--- src/hw/fwm_defines.svh ---
// constants for the fault and warning manager
`ifndef FWM_DEFINES_SVH
`define FWM_DEFINES_SVH
`define CLK_HZ 250000000
`define ROTATE_MS 2000
`define TONE_STEP_MS 400
`define TONE_LO_HZ 500
`define TONE_HI_HZ 1200
`define SYS_LO 7'h0a
`define SYS_HI 7'h13
`define HW_LO 7'h01
`define HW_HI 7'h3d
`define APP_LO 7'h47
`define APP_HI 7'h51
`define SW_LO 7'h54
`define SW_HI 7'h5d
`define VALVE_N 8
`define BYPASS_IDX 2
`define EXHAUST_IDX 0
`define LOG_DEPTH 64
`endif

--- src/hw/fwm_pkg.sv ---
// types shared by the fault and warning manager
package fwm_pkg;
    typedef enum logic [1:0] {
        GRP_NONE = 2'h0,
        GRP_HW = 2'h1,
        GRP_APP = 2'h2,
        GRP_SW = 2'h3
    } grp_t;
    typedef enum logic [2:0] {
        ST_RUN = 3'h1,
        ST_ERR = 3'h2,
        ST_SYS = 3'h4
    } state_t;
    typedef struct packed {
        logic valid;
        logic raise;
        logic is_err;
        logic hand;
        logic emis_off;
        logic fallback;
        logic [6:0] num;
    } ev_t;
    typedef struct packed {
        logic show;
        logic is_err;
        logic [3:0] tens;
        logic [3:0] ones;
        grp_t grp;
    } disp_t;
    typedef struct packed {
        logic is_err;
        logic [6:0] num;
    } log_entry_t;
endpackage

--- src/hw/fault_log.sv ---
// service log of messages in order of arrival
`timescale 1ns/1ps
`include "fwm_defines.svh"
module fault_log import fwm_pkg::*; #(
    parameter int DEPTH = `LOG_DEPTH,
    parameter int AW = $clog2(DEPTH)
) (
    input wire logic clk,
    input wire logic srst,
    input wire logic we,
    input log_entry_t wdata,
    input wire logic [AW-1:0] raddr,
    output log_entry_t rdata,
    output logic [AW:0] count
);
    log_entry_t mem [DEPTH];
    logic [AW-1:0] wptr_q;
    logic [AW-1:0] ridx;

    // read index 0 is the oldest kept entry; when full the oldest is lost
    assign ridx = wptr_q - count[AW-1:0] + raddr;

    always_ff @(posedge clk) begin
        if (we) begin
            mem[wptr_q] <= wdata;
        end
    end

    always_ff @(posedge clk) begin
        if (srst) begin
            wptr_q <= '0;
            count <= '0;
        end else if (we) begin
            wptr_q <= wptr_q + 1'b1;
            if (count != (AW+1)'(DEPTH)) begin
                count <= count + 1'b1;
            end
        end
    end

    always_ff @(posedge clk) begin
        if (srst) begin
            rdata <= '0;
        end else begin
            rdata <= mem[ridx];
        end
    end
endmodule

--- src/hw/fault_warning_manager.sv ---
// fault supervision: error state, warnings, alarm outputs and log
`timescale 1ns/1ps
`include "fwm_defines.svh"
module fault_warning_manager import fwm_pkg::*; #(
    parameter int ROT_CYC = `CLK_HZ / 1000 * `ROTATE_MS,
    parameter int STEP_CYC = `CLK_HZ / 1000 * `TONE_STEP_MS,
    parameter int LO_CYC = `CLK_HZ / (2 * `TONE_LO_HZ),
    parameter int HI_CYC = `CLK_HZ / (2 * `TONE_HI_HZ),
    parameter int VALVES = `VALVE_N,
    parameter int LOG_DEPTH = `LOG_DEPTH,
    parameter int LAW = $clog2(LOG_DEPTH)
) (
    input wire logic clk,
    input wire logic srst,
    input ev_t ev,
    input wire logic clear_key,
    input wire logic ext_ack,
    input wire logic start_key,
    input wire logic stop_key,
    input wire logic wdt_fire,
    input wire logic [VALVES-1:0] valve_req,
    input wire logic [11:0] rec_in1,
    input wire logic [11:0] rec_in2,
    input wire logic [LAW-1:0] log_addr,
    output log_entry_t log_data,
    output logic [LAW:0] log_count,
    output logic fault_q,
    output logic sys_fault_q,
    output logic standby_req_q,
    output logic start_cmd_q,
    output logic stop_cmd_q,
    output logic lamp_force_q,
    output logic lamp_on_q,
    output logic hand_code_en_q,
    output logic [3:0] hand_tens_q,
    output logic [3:0] hand_ones_q,
    output logic trig_off_q,
    output disp_t disp_q,
    output logic tone_q,
    output logic [11:0] rec_out1_q,
    output logic [11:0] rec_out2_q,
    output logic [VALVES-1:0] valve_q,
    output logic emis_off_q
);
    localparam logic [VALVES-1:0] BYP = VALVES'(1) << `BYPASS_IDX;
    localparam logic [VALVES-1:0] EXH = VALVES'(1) << `EXHAUST_IDX;

    function automatic grp_t grp_of(input logic [6:0] n);
        if (n >= `HW_LO && n <= `HW_HI) begin
            return GRP_HW;
        end else if (n >= `APP_LO && n <= `APP_HI) begin
            return GRP_APP;
        end else if (n >= `SW_LO && n <= `SW_HI) begin
            return GRP_SW;
        end
        return GRP_NONE;
    endfunction

    function automatic disp_t code_of(input logic e, input logic [6:0] n);
        disp_t d;
        d.show = 1'b1;
        d.is_err = e;
        d.tens = 4'(n / 7'd10);
        d.ones = 4'(n % 7'd10);
        d.grp = grp_of(n);
        return d;
    endfunction

    ////////////////////////////////////////////////////////////////////
    // pin synchronisers and edge detection
    logic [4:0] pin_a_q;
    logic [4:0] pin_s_q;
    logic [4:0] pin_p_q;
    logic [4:0] rise;
    always_ff @(posedge clk) begin
        if (srst) begin
            pin_a_q <= '0;
            pin_s_q <= '0;
            pin_p_q <= '0;
        end else begin
            pin_a_q <= {wdt_fire, stop_key, start_key, ext_ack, clear_key};
            pin_s_q <= pin_a_q;
            pin_p_q <= pin_s_q;
        end
    end
    assign rise = pin_s_q & ~pin_p_q;

    logic ack;
    logic wdt;
    assign ack = rise[0] | rise[1];
    assign wdt = rise[4];

    ////////////////////////////////////////////////////////////////////
    // error and warning bookkeeping
    logic [127:0] cause_q;
    logic [127:0] latch_q;
    logic [127:0] hand_q;
    logic [127:0] emis_q;
    logic warn_q;
    logic [6:0] warn_num_q;
    logic err_raise;
    logic warn_raise;
    logic sys_num;
    logic err_ok;
    state_t state_q;

    assign err_raise = ev.valid & ev.raise & ev.is_err;
    assign warn_raise = ev.valid & ev.raise & ~ev.is_err;
    assign sys_num = ev.num >= `SYS_LO && ev.num <= `SYS_HI;
    assign err_ok = state_q == ST_ERR && ack && cause_q == '0;

    always_ff @(posedge clk) begin
        if (srst || wdt) begin
            cause_q <= '0;
        end else if (ev.valid && ev.is_err) begin
            cause_q[ev.num] <= ev.raise;
        end
    end

    // a raise in the acknowledge cycle survives the clear
    always_ff @(posedge clk) begin
        if (srst || wdt) begin
            latch_q <= '0;
            hand_q <= '0;
            emis_q <= '0;
        end else begin
            if (err_ok) begin
                latch_q <= '0;
                hand_q <= '0;
                emis_q <= '0;
            end
            if (err_raise) begin
                latch_q[ev.num] <= 1'b1;
                hand_q[ev.num] <= ev.hand;
                emis_q[ev.num] <= ev.emis_off;
            end
        end
    end

    always_ff @(posedge clk) begin
        if (srst || wdt) begin
            warn_q <= 1'b0;
            warn_num_q <= '0;
        end else if (warn_raise) begin
            warn_q <= 1'b1;
            warn_num_q <= ev.num;
        end else if (ack && state_q == ST_RUN) begin
            warn_q <= 1'b0;
        end
    end

    ////////////////////////////////////////////////////////////////////
    // state: warnings never leave run
    always_ff @(posedge clk) begin
        if (srst || wdt) begin
            state_q <= ST_RUN;
        end else begin
            case (state_q)
                ST_RUN: begin
                    if (err_raise && sys_num) begin
                        state_q <= ST_SYS;
                    end else if (err_raise) begin
                        state_q <= ST_ERR;
                    end
                end
                ST_ERR: begin
                    if (err_raise && sys_num) begin
                        state_q <= ST_SYS;
                    end else if (err_ok && !err_raise) begin
                        state_q <= ST_RUN;
                    end
                end
                ST_SYS: state_q <= ST_SYS; // only a restart leaves
                default: state_q <= ST_RUN;
            endcase
        end
    end

    always_ff @(posedge clk) begin
        if (srst) begin
            standby_req_q <= 1'b0;
        end else begin
            standby_req_q <= wdt || (err_ok && !err_raise) ||
                (warn_raise && ev.fallback);
        end
    end

    logic log_we;
    log_entry_t log_wd;
    assign log_we = warn_raise || (err_raise && !sys_num);
    assign log_wd = '{is_err: ev.is_err, num: ev.num};

    fault_log #(.DEPTH(LOG_DEPTH), .AW(LAW)) u_log (
        .clk(clk),
        .srst(srst),
        .we(log_we),
        .wdata(log_wd),
        .raddr(log_addr),
        .rdata(log_data),
        .count(log_count)
    );

    ////////////////////////////////////////////////////////////////////
    // display rotation through latched errors
    logic [6:0] ptr_q;
    logic [31:0] rot_q;
    logic in_fault;
    disp_t cur_code;
    assign in_fault = state_q != ST_RUN;
    assign cur_code = code_of(1'b1, ptr_q);

    // empty slots are skipped one per cycle, far below the hold time
    always_ff @(posedge clk) begin
        if (srst) begin
            ptr_q <= '0;
            rot_q <= '0;
        end else if (!in_fault || !latch_q[ptr_q]) begin
            rot_q <= '0;
            if (in_fault) begin
                ptr_q <= ptr_q + 7'h1;
            end
        end else if (rot_q == 32'(ROT_CYC - 1)) begin
            rot_q <= '0;
            ptr_q <= ptr_q + 7'h1;
        end else begin
            rot_q <= rot_q + 32'h1;
        end
    end

    always_ff @(posedge clk) begin
        if (srst) begin
            disp_q <= '0;
            hand_code_en_q <= 1'b0;
            hand_tens_q <= '0;
            hand_ones_q <= '0;
        end else if (in_fault) begin
            if (latch_q[ptr_q]) begin
                disp_q <= cur_code;
                hand_code_en_q <= hand_q[ptr_q];
                hand_tens_q <= cur_code.tens;
                hand_ones_q <= cur_code.ones;
            end
        end else begin
            hand_code_en_q <= 1'b0;
            disp_q <= warn_q ? code_of(1'b0, warn_num_q) : '0;
        end
    end

    ////////////////////////////////////////////////////////////////////
    // alarm tone and lamp blink share the 400 ms step
    logic [31:0] step_q;
    logic [31:0] half_q;
    logic hi_q;
    always_ff @(posedge clk) begin
        if (srst || !in_fault) begin
            step_q <= '0;
            hi_q <= 1'b0;
        end else if (step_q == 32'(STEP_CYC - 1)) begin
            step_q <= '0;
            hi_q <= !hi_q;
        end else begin
            step_q <= step_q + 32'h1;
        end
    end

    always_ff @(posedge clk) begin
        if (srst || !in_fault) begin
            half_q <= '0;
            tone_q <= 1'b0;
        end else if (half_q >= 32'((hi_q ? HI_CYC : LO_CYC) - 1)) begin
            half_q <= '0;
            tone_q <= !tone_q;
        end else begin
            half_q <= half_q + 32'h1;
        end
    end

    ////////////////////////////////////////////////////////////////////
    // outputs forced by the fault
    always_ff @(posedge clk) begin
        if (srst) begin
            fault_q <= 1'b0;
            sys_fault_q <= 1'b0;
            lamp_force_q <= 1'b0;
            lamp_on_q <= 1'b0;
            trig_off_q <= 1'b0;
            rec_out1_q <= '0;
            rec_out2_q <= '0;
            valve_q <= '0;
            emis_off_q <= 1'b0;
        end else begin
            fault_q <= in_fault;
            sys_fault_q <= state_q == ST_SYS;
            lamp_force_q <= in_fault;
            lamp_on_q <= in_fault && !hi_q;
            trig_off_q <= in_fault;
            rec_out1_q <= in_fault ? 12'h000 : rec_in1;
            rec_out2_q <= in_fault ? 12'h000 : rec_in2;
            valve_q <= in_fault ? (valve_req & EXH) | BYP
                : valve_req;
            emis_off_q <= in_fault && |(latch_q & emis_q);
        end
    end

    always_ff @(posedge clk) begin
        if (srst) begin
            start_cmd_q <= 1'b0;
            stop_cmd_q <= 1'b0;
        end else begin
            start_cmd_q <= rise[2] && !in_fault;
            stop_cmd_q <= rise[3] && !in_fault;
        end
    end

    ////////////////////////////////////////////////////////////////////
    warn_stays_a: assert property (@(posedge clk) disable iff (srst)
        (warn_raise && state_q == ST_RUN && !wdt) |=> state_q == ST_RUN)
        else $error("warning moved the state");
    err_enter_a: assert property (@(posedge clk) disable iff (srst)
        (err_raise && !wdt) |=> state_q != ST_RUN)
        else $error("error did not enter fault");
    ack_gate_a: assert property (@(posedge clk) disable iff (srst)
        (state_q == ST_ERR && cause_q != '0 && !wdt) |=> state_q != ST_RUN)
        else $error("error left while cause present");
    sys_hold_a: assert property (@(posedge clk) disable iff (srst)
        (state_q == ST_SYS && !wdt) |=> state_q == ST_SYS)
        else $error("system error left without restart");
    keys_block_a: assert property (@(posedge clk) disable iff (srst)
        in_fault |=> !start_cmd_q && !stop_cmd_q)
        else $error("key passed during fault");
    valve_safe_a: assert property (@(posedge clk) disable iff (srst)
        in_fault |=> valve_q[`BYPASS_IDX] && (valve_q & ~(BYP | EXH)) == '0)
        else $error("unsafe valve pattern");
    rec_zero_a: assert property (@(posedge clk) disable iff (srst)
        fault_q |-> rec_out1_q == 12'h000 && rec_out2_q == 12'h000)
        else $error("recorder not zero in fault");
    tone_step_a: assert property (@(posedge clk) disable iff (srst)
        (in_fault && step_q != 32'(STEP_CYC - 1)) |=> hi_q == $past(hi_q))
        else $error("tone changed early");
    rot_hold_a: assert property (@(posedge clk) disable iff (srst)
        (in_fault && latch_q[ptr_q] && rot_q != 32'(ROT_CYC - 1))
        |=> ptr_q == $past(ptr_q))
        else $error("display rotated early");
    no_syslog_a: assert property (@(posedge clk) disable iff (srst)
        (err_raise && sys_num) |=> log_count == $past(log_count))
        else $error("system error logged");
endmodule

--- config.mk ---
export PLATFORM = sky130hd
export DESIGN_NAME = fault_warning_manager
export DESIGN_NICKNAME = d
export VERILOG_FILES = /design/src/hw/fwm_pkg.sv /design/src/hw/fault_log.sv /design/src/hw/fault_warning_manager.sv
export VERILOG_INCLUDE_DIRS = /design/src /design/src/hw
export SDC_FILE = /design/constraint.sdc
export NUM_CORES = 2
export LEC_CHECK = 0
export BUFFER_PORTS_ARGS = -buffer_cell sky130_fd_sc_hd__clkbuf_2
export CORE_ASPECT_RATIO = 1.75
export CORE_MARGIN = 2
export CORE_UTILIZATION = 50
export DETAILED_ROUTE_END_ITERATION = 10
export HOLD_SLACK_MARGIN = 0.06
export PLACE_DENSITY = 0.66
export SLEW_MARGIN = 10
export SYNTH_ARGS = -nofsm -noshare
export SYNTH_HDL_FRONTEND = slang
export SYNTH_HIERARCHICAL = 1
export SYNTH_SLANG_ARGS = --single-unit
--- constraint.sdc ---
create_clock -name clk -period 4.5 [get_ports clk]
set_input_delay 0.9 -clock clk [delete_from_list [all_inputs] [get_ports clk]]
set_output_delay 0.9 -clock clk [all_outputs]
set_load 0.03 [all_outputs]
-- After elaboration in Yosys (flattened, before gate mapping)
Memory sizes are Yosys's and may differ from the RTL's. A register that Yosys moved wholly into a read port is not among the register bits.
Cells that the tools add are included.
- $add $sub $neg: 9
- $mul: 0
- divide/modulo/power cells: 4
- magnitude comparators: 18
- eq/ne operators: 11
- shift operators: 0
- muxes and demuxes: 51
- bitwise operators: 10
- reductions and logical operators: 45
- operators with widths (operator ; count):
    128-bit 2-to-1 mux ; 9
    128-bit bitwise mux ; 3
    128-bit AND ; 1
    128-bit zero test ; 1
    128-bit OR ; 1
    128-bit OR reduction ; 1
    32-bit by 1-bit adder with 32-bit output (second input constant) ; 3
    12-bit 2-to-1 mux ; 3
    32-bit by 27-bit equality test with 1-bit output (second input constant) ; 1
    32-bit by 29-bit equality test with 1-bit output (second input constant) ; 1
    32-bit >= comparator ; 1
    7-bit >= comparator (second input constant) ; 4
    7-bit less-or-equal comparator (second input constant) ; 4
    7-bit by 1-bit >= comparator with 1-bit output (second input constant) ; 3
    7-bit 2-to-1 mux ; 3
    1-bit logical AND ; 20
    18-bit by 1-bit subtractor with 19-bit output (second input constant) ; 1
    18-bit 2-to-1 mux ; 1
    7-bit by 8-bit less-than comparator with 1-bit output (second input constant) ; 2
    2-bit 2-to-1 mux ; 8
    1-bit 2-to-1 mux ; 15
    3-bit 2-to-1 mux ; 5
    7-bit by 1-bit adder with 7-bit output (second input constant) ; 2
    1-bit binary-select mux with 7-bit select ; 2
    29 further kinds ; 53
- register bits after elaboration: 716
- latch bits: 0
- memory bits (writable): 512
- memory bits (read-only): 0
- logic and storage cells: 186
- memories kept: 1
- memory list (memory ; words ; bits a word ; read ports ; clocked after Yosys merged registers in ; write ports ; line ; RTL):
    u_log.mem ; 64 ; 8 ; 1 ; 1 ; 1 ; fault_log.sv:16 ; log_entry_t mem [DEPTH];

-- Depth between registers and ports, before layout
- depth after elaboration: 10
- mapped depth: 14
- gate-level depth less buffers: 12

-- Cells and area by module
Netlist, hierarchy kept.
- modules (own cells, without submodules) (module ; times used ; cells an instance ; area each (um^2)):
    fault_warning_manager ; 1 ; 3563 ; 29887.4
    fault_log ; 1 ; 1064 ; 21206.6

-- Worst setup path before layout
OpenSTA, ideal clock, no wires.
- path kind: input-to-reg
- start point: in ev[4] (netlist name)
- end point: mem u_log/mem[40][0] (netlist name), enable pin
- data arrival time: 3.381 ns
- setup slack: 0.724 ns
- stages: 9
- path buffers: 3
- path through: clkbuf_1 clkbuf_1 nor3b_1 a21oi_1 nor3_1 o21ai_0 clkbuf_1 nand3_1 nor4_1
- cells in the longest elaborated chain, start to end: 7
- ends and longest elaborated chain (what ; line ; RTL):
    start: declaration ; fault_warning_manager.sv:15 ; input ev_t ev,
    7-bit by 4-bit >= comparator with 1-bit output (no source line) / 7-bit by 5-bit less-or-equal comparator with 1-bit output (equally long branches) ; - ;
    1-bit logical AND (no source line) * ; - ;
    1-bit zero test * ; fault_warning_manager.sv:190 ; assign log_we = warn_raise || (err_raise && !sys_num);
    1-bit logical AND * ; fault_warning_manager.sv:190 ;
    1-bit logical OR * ; fault_warning_manager.sv:190 ;
    net log_we ; fault_warning_manager.sv:188 ; logic log_we;
    1-bit 2-to-1 mux * ; fault_log.sv:24 ; if (we) begin
    1-bit 2-to-1 mux (implied by the code) * ; fault_log.sv:25 ; mem[wptr_q] <= wdata;
    end: declaration ; fault_log.sv:16 ;
The timed path passes the listed nets; every way through them passes the cells marked *.

-- Worst setup path in the final report
- start point: reg ptr_q[0]
- end point: reg ptr_q[6]
- cells in the longest elaborated chain, start to end: 6
- ends and longest elaborated chain (what ; line ; RTL):
    start: declaration ; fault_warning_manager.sv:205 ; logic [6:0] ptr_q;
    start signal: assignment ; fault_warning_manager.sv:220 ; ptr_q <= ptr_q + 7'h1;
    start signal: assignment ; fault_warning_manager.sv:224 ; ptr_q <= ptr_q + 7'h1;
    1-bit binary-select mux with 7-bit select ; fault_warning_manager.sv:217 ; end else if (!in_fault || !latch_q[ptr_q]) begin
    1-bit 2-to-1 mux (implied by the code) ; fault_warning_manager.sv:217 ;
    1-bit zero test ; fault_warning_manager.sv:217 ;
    1-bit logical OR ; fault_warning_manager.sv:217 ;
    2-bit inequality test (no source line) / 2-bit nonzero test (equally long branches) ; - ;
    2-bit AND reduction (no source line) ; - ;
Several ways; a longest one is shown, not always the timed one. The select of a mux whose other input is x is not followed.
A chain may end at the register's enable or synchronous reset.

==> reports/metrics.cfg <==
[run_status]
status = completed

[clock_network]
hold_buffers = 0
cts_buffers = 110
cts_sinks = 1236
cts.repair.resized = 0
root_buffer = clkbuf_16
postCtsSetupRepairBufs = 0
path_clk_slew_ps = 70
cts_buffer_depth = 3
clk_latency_ps = 730
h-tree-depth = 3
cts_tree = yes

[routing]
routed_wl_um = 160000
wire_per_inst_um = 25.9
first_iter_violations = 3746
drtPass1Iterations = 9
avgViaCountPerCell = 6.17
vias = 38200
remaining_drc_errors = 0
ant_nets = 0

[power]
p_per_area_mw_per_mm2 = 421
finalPower_mw = 24.3
ir_drop_mv = 0.322
p_leak_nw = 19.0

[sta]
finalCritPeriodShare_pct = 84.1
setup_viol = 0
min_period_ps = 3790
fin_skew_ps = 42.3
maxSlewViolCount = 0
fin_ws_ps = 714
fin_tns_setup_ps = 0
relSlewSlack_pct = 22.2
worst_slew_pin_slew_ps = 1170
max_freq_mhz = 264
rsz0062_at_grt = false
hold_violations = 0

[cells_and_area]
drive_gt1_share_pct = 16.6
area_delta_synth_final_pct = 13.2
fin_nets = 4845
antenna_cells = 0
design_area_mm2 = 0.0578

[die]
die_area_mm2 = 0.105
ioPinCount = 136
fp.dieW_um = 246
die_h_um = 427
core_mm2 = 0.102
std_cell_rows = 155
initial_core_util_pct = 50.3

[worst_setup_path]
worst_path_largest_cell_delay_ps = 760
path_max_fanout = 26
path_cells = buf_12 -> mux4_2 -> mux2i_1 -> mux4_2 -> o22ai_1 -> a221oi_4 -> o21ai_2 -> or3_1 -> a21oi_1
path_common_cell = mux4_2
start_kind = flop
crit_arrival_ps = 4440
worstSetupPathType = reg2reg
cp.required_ps = 5160
critical-path-slowest-cell = dfxtp_4
end_kind = flop

[place]
postPlaceCellArea_mm2 = 0.0542
io_buffers = 135
gp_congestion = 0.956
place_ws_ps = 341
dp_hpwl_um = 111000

[yosys]
yosysUniqueCellTypes = 70
synth_seq_cells = 1236
synth.top_cell.area_share_pct = 30.1
yosysMostFrequentCell = dfxtp_1
ys_async_sr_fraction_pct = 0
synth_largest_area_cell = edfxtp_1
yosys-top-cells-count = dfxtp_1, nand3_1, a21oi_1
yosys_warnings = 6
synth_ff_type = dfxtp_1
synthCells = 4627
syn_area_mm2 = 0.0511
ys_seq_area_share_pct = 58.5
synth_area_per_cell_um2 = 11.0
synthTopCellsByArea = edfxtp_1, dfxtp_1, mux4_2
synth_edf_count = 512

[job]
maxCapViolations = 0

[global_route]
track_usage_pct = 30.4
antenna_found_initial = 4
gr-total-overflow = 0
grt_max_degree = 153
grt_first_pass_wirelength_um = 236000
grt_pass1_vias = 37100

[min_path]
min_path_type = in2reg

[cells by family after synthesis]
| family | count (synthesis) | synth area share [%] |
|---|---|---|
| AND/OR/NAND/NOR | 1657 | 15.4 |
| adder cells (fa/ha/maj) | 31 | 0.833 |
| multiplexers | 315 | 10.9 |
| other | 1 | 0.00734 |
| AO/OA/AOI/OAI | 885 | 9.57 |
| XOR/XNOR | 97 | 1.69 |
| buffers and inverters | 405 | 3.16 |
| flip-flops | 1236 | 58.5 |
[power by group]
group | leakage, nW | switching (mW) | internal [mW] | total (mW)
Combinational | 6.74 | 1.69 | 1.27 | 2.96
Sequential | 10.5 | 0.0622 | 11.7 | 11.8
Clock | 1.79 | 4.30 | 5.28 | 9.58
Total | 19.0 | 6.06 | 18.3 | 24.3
[worst max-delay path: cells and delay by family (launching register included)]
| family | cells | cell delay (ps) |
|---|---|---|
| AND/OR/NAND/NOR | 1 | 400 |
| flip-flops | 1 | 760 |
| AO/OA/AOI/OAI | 4 | 1100 |
| buffers and inverters | 1 | 250 |
| multiplexers | 3 | 1130 |
[layout by cell type (no fill, tap or decap), types with 18 or more instances in the layout]
| cell | instances |
|---|---|
| nand3_1 | 656 |
| nor4_1 | 48 |
| nor3_1 | 40 |
| edfxtp_1 | 512 |
| ha_1 | 25 |
| clkbuf_2 | 124 |
| o211ai_1 | 18 |
| xor2_1 | 55 |
| mux2i_1 | 107 |
| dfxtp_1 | 722 |
| nand2_1 | 400 |
| a22oi_1 | 43 |
| nor2b_1 | 42 |
| and3_1 | 24 |
| a21oi_1 | 567 |
| buf_4 | 217 |
| nand4_1 | 51 |
| a22o_1 | 18 |
| clkbuf_16 | 114 |
| clkinv_2 | 22 |
| o21ai_0 | 165 |
| mux4_2 | 191 |
| xnor2_1 | 39 |
| and2_1 | 34 |
| clkbuf_1 | 19 |
| nand2b_1 | 25 |
| inv_1 | 38 |
| nor2_1 | 261 |
| buf_12 | 21 |
[metrics by stage]
| step | cells | utilization, % | hold WS (ps) |
|---|---|---|---|
| finish | 6185 | 56.9 | 376 |
| global route | 6185 | 56.9 | 355 |
| detailed placement | 5978 | 53.3 | 383 |
| global placement | 5978 | 53.3 | 381 |
| floorplan | 4639 | - | 373 |
| CTS | 6185 | 56.9 | 324 |
[area by class of cell]
class | instances | area [um^2]
clock buffers | 150 | 3160
well taps | 1334 | 1670
repair buffers | 369 | 2710
flip-flops and latches | 1236 | 29900
inverters | 41 | 154
fillers | 8470 | 43800
clock inverters | 57 | 487
multi-input cells | 2998 | 19800
[sequential cells by signal, summed over array words and instances (netlist names), 8 cells and up]
name / count
half_q: 32
step_q: 32
u_log/mem: 512
valve_q: 8
u_log/rdata: 8
emis_q: 128
hand_q: 128
latch_q: 128
disp_q: 12
rot_q: 32
rec_out1_q: 12
rec_out2_q: 12
cause_q: 128
[metal layers]
metal,up-vias,routed length (um),track usage (%)
met5,-,28,0
met1,18800,55100,32.8
met3,517,9930,4.58
met4,4,14400,23.9
li1,17200,-,-
met2,1616,80900,53.0
[path summary, 6_finish.rpt]
check	start	to	slack, ps	cells after the start
setup / recovery	ptr_q[0]$_SDFFE_PP0P_	ptr_q[6]$_SDFFE_PP0P_	710	9
hold / removal	rec_in1[1]	rec_out1_q[1]$_SDFF_PP0_	380	2
setup reg to reg	ptr_q[0]$_SDFFE_PP0P_	ptr_q[6]$_SDFFE_PP0P_	710	9
hold reg to reg	pin_p_q[2]$_SDFF_PP0_	start_cmd_q$_SDFF_PP0_	390	1
No activity file was read; power rests on OpenSTA's default activity.
